[src/inc/fct_pkg.sv]
// constants, register map and timing for the fixed-cycle interrupt timer
// Functional notes
// - while running, count down once per source tick; event on step one to zero.
// - run enable falling makes counter and stored preset invalid.
// - preset register read during countdown returns live count, not latched.
// - run enable is read/write; zero stops the timer, one starts it.
// - each event sets the sticky event flag; read returns one once detected.
// - writing zero clears the flag; counting continues while run enable is one.
// - level mode: clearing the flag releases the interrupt pin to high-Z.
// - level mode: after clear, next one-to-zero step sets flag, pin low again.
// - writing one to the event flag has no effect on it.
// - with output enable one, each event drives the interrupt pin low.
// - output enable zero keeps pin released; clearing it releases a low pin.
// - level mode: enabling output while flag set drives pin low at once.
// - mode bit zero is level mode, one is repeated pulsed mode.
// - interval select 00=4096 Hz, 01=64 Hz, 10=seconds tick, 11=minute tick.
// - repeated mode: pin held low for auto-release time, then released.
// - after each event reload counter from preset, keep counting while enabled.
package fct_pkg;
    localparam int CLOCK_HZ = 40_000_000;
    localparam int BASE_TICK_HZ = 4096;
    localparam int DIV_64HZ = 64;
    localparam int DIV_1HZ = 4096;
    localparam int DIV_MIN = 60;

    // register indices; byte address is four times the index
    localparam logic [7:0] IDX_CTRL2 = 8'h01;
    localparam logic [7:0] IDX_TCTRL = 8'h0e;
    localparam logic [7:0] IDX_TPRESET = 8'h0f;
    localparam logic [7:0] IDX_TSTAT = 8'h10;

    // control 2 fields
    localparam int CTRL2_TIE_BIT = 0;
    localparam int CTRL2_TF_BIT = 2;
    localparam int CTRL2_MODE_BIT = 4;
    // timer control fields
    localparam int TCTRL_TD_LO = 0;
    localparam int TCTRL_TD_HI = 1;
    localparam int TCTRL_TE_BIT = 7;
    // status fields
    localparam int TSTAT_PIN_BIT = 0;
    localparam int TSTAT_RUN_BIT = 1;
    localparam int TSTAT_HOLD_BIT = 2;

    localparam logic [7:0] PRESET_RST = 8'h00;
    localparam logic [31:0] RDATA_UNMAPPED = 32'h0000_0000;

    typedef enum logic [1:0] {
        FCT_SRC_4096HZ = 2'b00,
        FCT_SRC_64HZ = 2'b01,
        FCT_SRC_SEC = 2'b10,
        FCT_SRC_MIN = 2'b11
    } fct_src_t;

    // auto-release times, nanoseconds, and derived cycle counts (rounded down)
    localparam int RTN_122US_NS = 122_000;
    localparam int RTN_244US_NS = 244_000;
    localparam int RTN_7813US_NS = 7_813_000;
    localparam int RTN_15625US_NS = 15_625_000;
    localparam int RTN_122US_CYC = RTN_122US_NS * (CLOCK_HZ / 1_000_000) / 1000;
    localparam int RTN_244US_CYC = RTN_244US_NS * (CLOCK_HZ / 1_000_000) / 1000;
    localparam int RTN_7813US_CYC = RTN_7813US_NS * (CLOCK_HZ / 1_000_000) / 1000;
    localparam int RTN_15625US_CYC = RTN_15625US_NS * (CLOCK_HZ / 1_000_000) / 1000;
    localparam int RTN_CNT_W = 20;
endpackage : fct_pkg

[src/hdl/fct_timer.sv]
// fixed-cycle down-count interrupt timer with avalon-mm register slave
//
// Chosen here: the Avalon-MM slave port and the register addresses.
`timescale 1ns/10ps
module fct_timer
    import fct_pkg::*;
#(
    parameter int CLK_HZ = CLOCK_HZ,
    parameter int TICK_HZ = BASE_TICK_HZ,
    parameter int RTN_122US = RTN_122US_CYC,
    parameter int RTN_244US = RTN_244US_CYC,
    parameter int RTN_7813US = RTN_7813US_CYC,
    parameter int RTN_15625US = RTN_15625US_CYC
) (
    // clock and reset
    input wire logic clock,
    input wire logic rst_n,
    // avalon-mm slave
    input wire logic [7:0] avs_address,
    input wire logic avs_read,
    input wire logic avs_write,
    input wire logic [31:0] avs_writedata,
    input wire logic [3:0] avs_byteenable,
    output logic [31:0] avs_readdata,
    output logic avs_waitrequest,
    // open-drain interrupt pin, active low
    input wire logic irq_n_i,
    output logic irq_n_o,
    output logic irq_n_oe
);

    // reset release
    logic rst_meta_q;
    logic rst_sync_n;

    always_ff @(posedge clock or negedge rst_n) begin
        if (!rst_n) begin
            rst_meta_q <= 1'b0;
            rst_sync_n <= 1'b0;
        end else begin
            rst_meta_q <= 1'b1;
            rst_sync_n <= rst_meta_q;
        end
    end

    // register state
    logic timer_run_enable_q;
    logic timer_event_flag_q;
    logic timer_irq_output_enable_q;
    logic irq_pulse_or_hold_select_q;
    logic countdown_interval_select_hi_q;
    logic countdown_interval_select_lo_q;
    logic [7:0] preset_q;
    logic [7:0] count_q;
    logic preset_valid_q;

    // bus decode
    logic req;
    logic ack;
    logic wr_ack;
    logic lane0;
    logic hit_ctrl2;
    logic hit_tctrl;
    logic hit_tpreset;
    logic hit_tstat;
    logic [7:0] wbyte;

    assign req = avs_read | avs_write;
    assign ack = req & ~avs_waitrequest;
    assign wr_ack = ack & avs_write;
    // registers sit on byte lane 0 only
    assign lane0 = avs_byteenable[0];
    assign wbyte = avs_writedata[7:0];
    assign hit_ctrl2 = (avs_address == {IDX_CTRL2[5:0], 2'b00});
    assign hit_tctrl = (avs_address == {IDX_TCTRL[5:0], 2'b00});
    assign hit_tpreset = (avs_address == {IDX_TPRESET[5:0], 2'b00});
    assign hit_tstat = (avs_address == {IDX_TSTAT[5:0], 2'b00});

    logic wr_ctrl2;
    logic wr_tctrl;
    logic wr_tpreset;

    assign wr_ctrl2 = wr_ack & lane0 & hit_ctrl2;
    assign wr_tctrl = wr_ack & lane0 & hit_tctrl;
    assign wr_tpreset = wr_ack & lane0 & hit_tpreset;

    // source tick generation: fractional base divider then integer dividers
    logic [31:0] acc_q;
    logic tick_base_q;
    logic [5:0] div64_q;
    logic [11:0] div1hz_q;
    logic [5:0] divmin_q;
    logic tick_64_q;
    logic tick_sec_q;
    logic tick_min_q;
    logic [31:0] acc_sum;

    assign acc_sum = acc_q + 32'(TICK_HZ);

    always_ff @(posedge clock or negedge rst_sync_n) begin
        if (!rst_sync_n) begin
            acc_q <= 32'h0000_0000;
            tick_base_q <= 1'b0;
        end else if (acc_sum >= 32'(CLK_HZ)) begin
            acc_q <= acc_sum - 32'(CLK_HZ);
            tick_base_q <= 1'b1;
        end else begin
            acc_q <= acc_sum;
            tick_base_q <= 1'b0;
        end
    end

    always_ff @(posedge clock or negedge rst_sync_n) begin
        if (!rst_sync_n) begin
            div64_q <= 6'h00;
            tick_64_q <= 1'b0;
        end else begin
            tick_64_q <= 1'b0;
            if (tick_base_q) begin
                if (div64_q == 6'(DIV_64HZ - 1)) begin
                    div64_q <= 6'h00;
                    tick_64_q <= 1'b1;
                end else begin
                    div64_q <= div64_q + 6'h01;
                end
            end
        end
    end

    // seconds tick free-runs, so the first step after a start may come early
    always_ff @(posedge clock or negedge rst_sync_n) begin
        if (!rst_sync_n) begin
            div1hz_q <= 12'h000;
            tick_sec_q <= 1'b0;
        end else begin
            tick_sec_q <= 1'b0;
            if (tick_base_q) begin
                if (div1hz_q == 12'(DIV_1HZ - 1)) begin
                    div1hz_q <= 12'h000;
                    tick_sec_q <= 1'b1;
                end else begin
                    div1hz_q <= div1hz_q + 12'h001;
                end
            end
        end
    end

    always_ff @(posedge clock or negedge rst_sync_n) begin
        if (!rst_sync_n) begin
            divmin_q <= 6'h00;
            tick_min_q <= 1'b0;
        end else begin
            tick_min_q <= 1'b0;
            if (tick_sec_q) begin
                if (divmin_q == 6'(DIV_MIN - 1)) begin
                    divmin_q <= 6'h00;
                    tick_min_q <= 1'b1;
                end else begin
                    divmin_q <= divmin_q + 6'h01;
                end
            end
        end
    end

    // source clock select
    fct_src_t src_sel;
    logic src_tick;

    assign src_sel = fct_src_t'({countdown_interval_select_hi_q, countdown_interval_select_lo_q});

    always_comb begin
        case (src_sel)
            FCT_SRC_4096HZ: src_tick = tick_base_q;
            FCT_SRC_64HZ: src_tick = tick_64_q;
            FCT_SRC_SEC: src_tick = tick_sec_q;
            FCT_SRC_MIN: src_tick = tick_min_q;
            default: src_tick = 1'b0;
        endcase
    end

    // control bits
    logic run_fall;

    // stop clears both values, so every restart needs a fresh preset
    assign run_fall = wr_tctrl & timer_run_enable_q & ~wbyte[TCTRL_TE_BIT];

    always_ff @(posedge clock or negedge rst_sync_n) begin
        if (!rst_sync_n) begin
            timer_run_enable_q <= 1'b0;
            countdown_interval_select_hi_q <= 1'b0;
            countdown_interval_select_lo_q <= 1'b0;
        end else if (wr_tctrl) begin
            timer_run_enable_q <= wbyte[TCTRL_TE_BIT];
            countdown_interval_select_hi_q <= wbyte[TCTRL_TD_HI];
            countdown_interval_select_lo_q <= wbyte[TCTRL_TD_LO];
        end
    end

    always_ff @(posedge clock or negedge rst_sync_n) begin
        if (!rst_sync_n) begin
            timer_irq_output_enable_q <= 1'b0;
            irq_pulse_or_hold_select_q <= 1'b0;
        end else if (wr_ctrl2) begin
            timer_irq_output_enable_q <= wbyte[CTRL2_TIE_BIT];
            irq_pulse_or_hold_select_q <= wbyte[CTRL2_MODE_BIT];
        end
    end

    // down counter
    logic running;
    logic timer_event;

    assign running = timer_run_enable_q & preset_valid_q & (count_q != 8'h00);
    assign timer_event = running & src_tick & (count_q == 8'h01);

    always_ff @(posedge clock or negedge rst_sync_n) begin
        if (!rst_sync_n) begin
            preset_q <= PRESET_RST;
            count_q <= PRESET_RST;
            preset_valid_q <= 1'b0;
        end else if (run_fall) begin
            // stop: both values no longer usable
            preset_q <= PRESET_RST;
            count_q <= PRESET_RST;
            preset_valid_q <= 1'b0;
        end else if (wr_tpreset && !timer_run_enable_q) begin
            // zero preset leaves the timer idle
            preset_q <= wbyte;
            count_q <= wbyte;
            preset_valid_q <= (wbyte != 8'h00);
        end else if (timer_event) begin
            count_q <= preset_q;
        end else if (running && src_tick) begin
            count_q <= count_q - 8'h01;
        end
    end

    // event flag: set wins over a simultaneous clear
    logic flag_clear;

    assign flag_clear = wr_ctrl2 & ~wbyte[CTRL2_TF_BIT];

    always_ff @(posedge clock or negedge rst_sync_n) begin
        if (!rst_sync_n) begin
            timer_event_flag_q <= 1'b0;
        end else if (timer_event) begin
            timer_event_flag_q <= 1'b1;
        end else if (flag_clear) begin
            timer_event_flag_q <= 1'b0;
        end
    end

    // repeated-mode auto-release hold
    logic [RTN_CNT_W-1:0] rtn_q;
    logic [RTN_CNT_W-1:0] rtn_load;
    logic hold_start;
    logic hold_active;

    // hold runs only for pulses; level mode keeps the pin through the flag
    assign hold_start = timer_event & timer_irq_output_enable_q & irq_pulse_or_hold_select_q;
    assign hold_active = (rtn_q != '0);

    always_comb begin
        case (src_sel)
            FCT_SRC_4096HZ: rtn_load = (preset_q == 8'h01) ? RTN_CNT_W'(RTN_122US)
                                                           : RTN_CNT_W'(RTN_244US);
            FCT_SRC_64HZ: rtn_load = (preset_q == 8'h01) ? RTN_CNT_W'(RTN_7813US)
                                                         : RTN_CNT_W'(RTN_15625US);
            FCT_SRC_SEC: rtn_load = RTN_CNT_W'(RTN_15625US);
            FCT_SRC_MIN: rtn_load = RTN_CNT_W'(RTN_15625US);
            default: rtn_load = RTN_CNT_W'(RTN_15625US);
        endcase
    end

    always_ff @(posedge clock or negedge rst_sync_n) begin
        if (!rst_sync_n) begin
            rtn_q <= '0;
        end else if (hold_start) begin
            rtn_q <= rtn_load;
        end else if (!timer_irq_output_enable_q) begin
            // disabling output ends a pulse for good
            rtn_q <= '0;
        end else if (hold_active) begin
            rtn_q <= rtn_q - RTN_CNT_W'(1);
        end
    end

    // interrupt pin drive
    logic pin_low_d;

    always_comb begin
        if (irq_pulse_or_hold_select_q) begin
            // flag clear does not cut a pulse short
            pin_low_d = timer_irq_output_enable_q & hold_active;
        end else begin
            pin_low_d = timer_irq_output_enable_q & timer_event_flag_q;
        end
    end

    always_ff @(posedge clock or negedge rst_sync_n) begin
        if (!rst_sync_n) begin
            irq_n_oe <= 1'b0;
            irq_n_o <= 1'b0;
        end else begin
            irq_n_oe <= pin_low_d;
            irq_n_o <= 1'b0;
        end
    end

    // register read mux
    logic [31:0] rdata_d;

    always_comb begin
        rdata_d = RDATA_UNMAPPED;
        if (hit_ctrl2) begin
            rdata_d[CTRL2_TIE_BIT] = timer_irq_output_enable_q;
            rdata_d[CTRL2_TF_BIT] = timer_event_flag_q;
            rdata_d[CTRL2_MODE_BIT] = irq_pulse_or_hold_select_q;
        end else if (hit_tctrl) begin
            rdata_d[TCTRL_TE_BIT] = timer_run_enable_q;
            rdata_d[TCTRL_TD_HI] = countdown_interval_select_hi_q;
            rdata_d[TCTRL_TD_LO] = countdown_interval_select_lo_q;
        end else if (hit_tpreset) begin
            rdata_d[7:0] = count_q;
        end else if (hit_tstat) begin
            rdata_d[TSTAT_PIN_BIT] = irq_n_i;
            rdata_d[TSTAT_RUN_BIT] = running;
            rdata_d[TSTAT_HOLD_BIT] = hold_active;
        end
    end

    // one wait cycle, then a one-cycle acknowledge
    always_ff @(posedge clock or negedge rst_sync_n) begin
        if (!rst_sync_n) begin
            avs_waitrequest <= 1'b1;
        end else if (req && avs_waitrequest) begin
            avs_waitrequest <= 1'b0;
        end else begin
            avs_waitrequest <= 1'b1;
        end
    end

    // read data captured with the answer and held until the next one
    always_ff @(posedge clock or negedge rst_sync_n) begin
        if (!rst_sync_n) begin
            avs_readdata <= RDATA_UNMAPPED;
        end else if (req && avs_waitrequest) begin
            avs_readdata <= rdata_d;
        end
    end

endmodule : fct_timer

[config.mk]
export PLATFORM = sky130hd
export DESIGN_NAME = fct_timer
export DESIGN_NICKNAME = d
export VERILOG_FILES = /design/src/inc/fct_pkg.sv /design/src/hdl/fct_timer.sv
export SDC_FILE = /design/constraint.sdc
export NUM_CORES = 1
export LEC_CHECK = 0
export BUFFER_PORTS_ARGS = -buffer_cell sky130_fd_sc_hd__buf_2
export CAP_MARGIN = 5
export CORE_MARGIN = 3
export CORE_UTILIZATION = 32
export DETAILED_ROUTE_END_ITERATION = 8
export PLACE_DENSITY_LB_ADDON = 0.1
export SLEW_MARGIN = 10
export SYNTH_ARGS = -nofsm -noshare
export SYNTH_HDL_FRONTEND = slang
export SYNTH_SLANG_ARGS = --single-unit
[constraint.sdc]
create_clock -name clock -period 6.25 [get_ports clock]
set_clock_uncertainty 0.15 [all_clocks]
set_input_delay 0.3125 -clock clock [delete_from_list [all_inputs] [get_ports clock]]
set_output_delay 0.3125 -clock clock [all_outputs]
set_load 0.01 [all_outputs]
# [Word-level counts from Yosys, hierarchy flattened]
# Cells that the tools add are included.
[word_totals] mem_bits_rw=0 elab_cells=119 input_bits=49 mem_count=0 output_inout_bits=35 reg_bits=115 latch_bits=0 mem_bits_ro=0
[op_classes] n_bitwise=21 n_reduce_logical=12 addsub=7 n_lt_le_gt_ge=1 n_eq_ne=13 n_shift=0 n_div=0 mux=42 multipliers=0
[op_table] op="2-to-1 mux 20 bit" n=4
[op_table] op="case mux 20 bit (3 select lines)" n=1
[op_table] op="2-to-1 mux 8 bit" n=6
[op_table] op="adder 32 x 13 -> 32 bit, second input constant" n=1
[op_table] op="greater-or-equal comparator 32 x 26 -> 1 bit, second input constant" n=1
[op_table] op="2-to-1 mux 32 bit" n=1
[op_table] op="subtractor 32 x 26 -> 32 bit, second input constant" n=1
[op_table] op="nonzero test 20 bit" n=1
[op_table] op="subtractor 20 x 1 -> 20 bit, second input constant" n=1
[op_table] op="2-to-1 mux 1 bit" n=19
[op_table] op="AND 1 bit" n=17
[op_table] op="== test 8 x 1 -> 1 bit, second input constant" n=2
[op_table] op="== test 8 x 6 -> 1 bit, second input constant" n=2
[op_table] op="nonzero test 8 bit" n=2
[op_table] op="2-to-1 mux 14 bit" n=1
[op_table] op="adder 12 x 1 -> 12 bit, second input constant" n=1
[op_table] op="adder 6 x 1 -> 6 bit, second input constant" n=2
[op_table] op="== test 12 bit, second input constant" n=1
[op_table] op="== test 6 bit, second input constant" n=2
[op_table] op="2-to-1 mux 12 bit" n=1
[op_table] op="2-to-1 mux 6 bit" n=2
[op_table] op="2-to-1 mux 5 bit" n=2
[op_table] op="2-to-1 mux 3 bit" n=3
[op_table] op="== test 8 x 3 -> 1 bit, second input constant" n=1
[op_table] op="other kinds (15)" n=21

# [Depth between registers and ports, before layout]
[logic_depth] ltp_word=8 depth_mapped=12 mapped_depth_nobuf=11

# [Least setup slack after synthesis]
# OpenSTA, ideal clock, no wires.
[synth_path] path_type="reg2reg" startpoint="reg acc_q[12]" endpoint="reg acc_q[22]" arrival_ns=2.607 setup_time_ns=0.126 t_required_ns=5.974 stages_incl_launch_ff=11 setup_slack_ns=3.367 synth_period_minus_slack_ns=2.883 n_path_buf=1 cell_sequence="dfrtp_1 > ha_1 > and3_1 > buf_2 > o211ai_1 > a211oi_2 > a21boi_2 > o211ai_1 > a2111oi_0 > nor3_1 > a21boi_1"
[synth_via] elab_chain_cells=3 word_cells_on_any_way=4 classes_between="add/sub (2); order compare (1); mux (1)"
[synth_rtl] item="start, declared" line_no="fct_timer.sv:88" text="logic [31:0] acc_q;"
[synth_rtl] item="start signal, assigned" line_no="fct_timer.sv:105" text="acc_q <= acc_sum - 32'(CLK_HZ);"
[synth_rtl] item="start signal, assigned" line_no="fct_timer.sv:108" text="acc_q <= acc_sum;"
[synth_rtl] item="adder 32 x 13 -> 32 bit (*)" line_no="fct_timer.sv:98" text="assign acc_sum = acc_q + 32'(TICK_HZ);"
[synth_rtl] item="subtractor 32 x 26 -> 32 bit / greater-or-equal comparator 32 x 26 -> 1 bit (equally long branches)" line_no="fct_timer.sv:105, fct_timer.sv:104"
[synth_rtl] item="2-to-1 mux 32 bit (*)" line_no="fct_timer.sv:104" text="end else if (acc_sum >= 32'(CLK_HZ)) begin"
# Mark *: on every way between the ends. The rest lies on a longest branch, timed or not.
# A chain may end at the register's enable or synchronous reset.

# [Worst setup path in the final report]
[layout_path] startpoint="reg count_q[4]" endpoint="reg rtn_q[19]"
[layout_via] elab_chain_cells=7 word_cells_on_any_way=9 classes_between="eq/ne (2); mux (1); bitwise (5); reduce/logical (1)"
[layout_rtl] item="start, declared" line_no="fct_timer.sv:54" text="logic [7:0] count_q;"
[layout_rtl] item="start signal, assigned" line_no="fct_timer.sv:229" text="count_q <= wbyte;"
[layout_rtl] item="start signal, assigned" line_no="fct_timer.sv:232" text="count_q <= preset_q;"
[layout_rtl] item="start signal, assigned" line_no="fct_timer.sv:234" text="count_q <= count_q - 8'h01;"
[layout_rtl] item="nonzero test 8 bit" line_no="fct_timer.sv:213" text="assign running = timer_run_enable_q & preset_valid_q & (count_q != 8'h00);"
[layout_rtl] item="AND 1 bit" line_no="fct_timer.sv:213"
[layout_rtl] item="AND 1 bit" line_no="fct_timer.sv:214" text="assign timer_event = running & src_tick & (count_q == 8'h01);"
[layout_rtl] item="AND 1 bit (*)" line_no="fct_timer.sv:214"
[layout_rtl] item="AND 1 bit (*) (2 in series)" line_no="fct_timer.sv:260" text="assign hold_start = timer_event & timer_irq_output_enable_q & irq_pulse_or_hold_select_q;"
[layout_rtl] item="!= test 3 x 1 -> 1 bit (no line) / 2-to-1 mux 20 bit (equally long branches)"
[layout_rtl] item="end signal, assigned" line_no="fct_timer.sv:279" text="rtn_q <= rtn_load;"
[layout_rtl] item="end signal, assigned" line_no="fct_timer.sv:284" text="rtn_q <= rtn_q - RTN_CNT_W'(1);"
[layout_rtl] item="end, declared" line_no="fct_timer.sv:254" text="logic [RTN_CNT_W-1:0] rtn_q;"
# Marks and branches as above.

==> parameters.txt <==
Parameter                              Value

Placed design
  Placer congestion estimate ... between 0.7 and 0.8
  Detailed placement HPWL ... 10.21 mm
  Total of buffers placed on input and output ports ... 31

Power and ir drop
  Leakage power figure ... around 0.0030 uW
  Post-route total power ... about 1400 uW
  Power density over the cells ... 203.2 nW/um2
  Worst IR drop on VDD ... between 100 and 150 uV

Detailed routing
  Post-Route M1 WL ... 6.922 mm
  Highest routed metal layer ... met4
  Initial DRC count ... 387
  Antenna viol nets, final ... 0
  Vias after detailed routing ... 4879
  DRC violations left ... 0
  Routed len/inst ... around 15 um
  Detailed-route wire length ... ~14 mm
  Total met3 wirelength after detailed routing ... 440 um
  Via density per instance ... roughly 5.1
  Total iterations of the first detailed-routing run ... 4
  Wire length on met2 ... 6.726 mm

Global routing
  Total routing usage reported by global routing ... a little over an eighth
  Remaining global-route overflow ... 0
  Antenna violations before repair ... 0
  Via count of the first global-routing pass ... approximately 4.7k
  Wire length of the first global-routing pass ... 24.31 mm
  Maximum number of pins on one net before global-route repair ... 78

Clocking
  Num CTS Buffers ... 9
  Htree depth ... 3
  Buffers inserted during post-CTS setup optimization ... 0
  Largest buffer count on any clock path ... 2
  Root buffer cell ... clkbuf_16
  Clock transition at the register clock pins on the worst setup and hold paths after CTS ... around 80 ps
  Worst skew pair latency ... about 360 ps
  CTS tree ... yes
  Clock sink count ... between 100 and 150

Die
  Floorplan die height ... roughly 150 um
  Core outline area ... between 15000 and 20000 um2
  Chip width ... 145.9 um
  Effective utilization at floorplan ... between 30 and 40%
  Cell Rows ... 50
  I/O pin cnt ... between 80 and 90
  Die Outline Area ... 21280 um2

Synthesis
  Most frequently used flop master after synthesis ... dfrtp_1
  Top-count cell post-synth ... dfrtp_1
  Total of warnings raised by yosys ... 0
  Most area-hungry cell type in the Yosys netlist ... dfrtp_1
  Leading post-synthesis cells by cell area ... dfrtp_1, xnor2_1, nor2_1, nand2_1, xor2_1
  Synthesized area ... 6261 um2
  Share of async-settable or async-resettable flops after synthesis ... 100.0%
  Most common library cells after synthesis ... dfrtp_1, nor2_1, nand2_1
  Fraction of the yosys area taken by sequential cells ... between 40% and 50%
  Distinct cell type count of the synthesized netlist ... between 70 and 80
  EDFF count, synth ... 0
  Area share of the largest cell type after synthesis ... between 40% and 50%
  Avg Synthesized Cell Area ... approximately 9 um2
  Count of state elements after synthesis ... 106
  Cells after Synth ... slightly below 700

Flow run
  Count of max-cap constraint violations ... 0

Timing
  Max-slew violation count ... 0
  Max Clock Freq ... 289.3 MHz
  Shortest clock period the worst path allows after layout ... 3457 ps
  Endpoints failing hold ... 0
  Transition at the pin with the smallest max-transition slack ... around 1000 ps
  Relative slew margins ... roughly a third
  Portion of the clock cycle consumed by the worst path in the final layout ... between 50% and 60%
  Setup repair after global routing missed its margin ... no
  Sum Neg Setup Slack ... 0 ps
  Number of setup violations in the final report ... 0

Layout
  Sequential Area ... about 2700 um2
  Number of antenna diodes ... 0
  Area growth from synthesis to layout ... 9.492%
  Filler cell count ... 1962
  Multi-input combinational cell area ... about 3300 um2
  Final layout net count ... between 700 and 800
  Layout cell share with drive strength beyond 1 ... between 10 and 15%

Outcome
  Run status ... completed

Critical path
  Worst Path Required ... ~6400 ps
  Maximum net fanout on the critical path ... 11
  Type of the setup path with the least slack ... reg -> reg
  Type of origin of the critical path ... flop
  Worst setup EP type ... flop
  Crit path DAT ... roughly 3600 ps

Worst hold path
  Class of the tightest hold or removal check ... reg -> async
-- layer usage --
| metal | up-vias | GRT usage [%] |
|---|---|---|
| met3 | 13 | 1.993 |
| met5 | - | 0 |
| met1 | 2381 | 18.93 |
| li1 | 2412 | - |
| met4 | 0 | 4.368 |
| met2 | 73 | 22.07 |
-- power by group --
part | switching (uW) | total, uW | internal (uW)
Clock | 269 | 584 | 315
Combinational | 67.8 | 103 | 34.7
Sequential | 10.9 | 706 | 695
Total | 348 | 1390 | 1050
-- layout by cell type, fill, tap and decap left out, drive strengths merged, types with 4 or more instances in the layout --
cell type	count
a211oi	5
a21boi	4
a21oi	43
a22oi	5
a2bb2oi	4
a31oi	4
and2	5
and3	5
and4	4
buf	33
clkbuf	11
conb	26
dfrtp	105
ha	11
inv	18
mux2	7
nand2	75
nand2b	5
nand3	22
nand4	21
nor2	82
nor2b	4
nor3	15
nor3b	6
nor4	19
o211ai	9
o21ai	22
o22a	5
or3	7
or4	4
xnor2	38
xor2	30
-- sequential cells by signal, indices dropped and copies added (netlist names) --
name	flops
acc_q	23
avs_readdata	8
avs_waitrequest	1
count_q	8
countdown_interval_select_hi_q	1
countdown_interval_select_lo_q	1
div1hz_q	12
div64_q	6
divmin_q	6
irq_n_oe	1
irq_pulse_or_hold_select_q	1
preset_q	8
preset_valid_q	1
rst_meta_q	1
rst_sync_n	1
rtn_q	20
tick_64_q	1
tick_base_q	1
tick_min_q	1
tick_sec_q	1
timer_event_flag_q	1
timer_irq_output_enable_q	1
timer_run_enable_q	1
-- logic make-up (layout without fill, tap and decap cells) --
logic type	count (synthesis)	after routing	share of synthesized area, %
other cells	2	26	0.1199
simple gates	287	287	23.54
compound gates	129	129	14.09
flops	106	106	42.39
buf+inv	68	68	6.055
mux	11	11	2.098
fa+ha+maj	11	11	2.198
xor+xnor	68	68	9.512
-- timing repair --
item / in CTS / in global routing
hold buffers: 1 / 0
resized for setup: 0 / 0
endpoints found under the hold margin: 2 / 0
-- worst max-delay path, cell delays in order (launching register included) --
cell and delay, ps:
dfrtp_1 450, or2_2 330, nor4b_1 550, and3_1 560, nand3_1 300, nor3_1 660, o21ai_0 200, a21oi_1 180
-- cell type report --
cell class	count	share of cell area, %
sequential	106	38.77
clock buffer	11	3.395
inverter	18	1.022
timing repair buffer	34	2.628
multi-input combinational	532	48.49
clock inverter	5	0.9491
tap	260	4.745
-- final timing paths --
kind,startpoint,endpoint,slack (ps),cells past startpoint
max,count_q[4],rtn_q[19],2790,7
min,rst_sync_n,rtn_q[16],100,0
max reg2reg,count_q[4],rtn_q[19],2790,7
min reg2reg,rst_sync_n,rtn_q[16],100,0
max in group asynchronous,rst_sync_n,acc_q[17],4510,1
min in group clock,avs_address[6],avs_readdata[7],100,2
-- through the flow --
stage	area, um2	hold WS, ps	setup WS [ps]	util, %	std cells
CTS	6855	81.63	2768	36.17	966
finish	6855	99.23	2793	36.17	966
detailed placement	6548	-49.07	2767	34.54	949
floorplan	6351	-133.1	2930	-	706
global route	6855	107.7	2441	36.17	966
global placement	6548	-52.95	2803	34.54	949
Note: power is estimated with default switching activity, not from simulation.
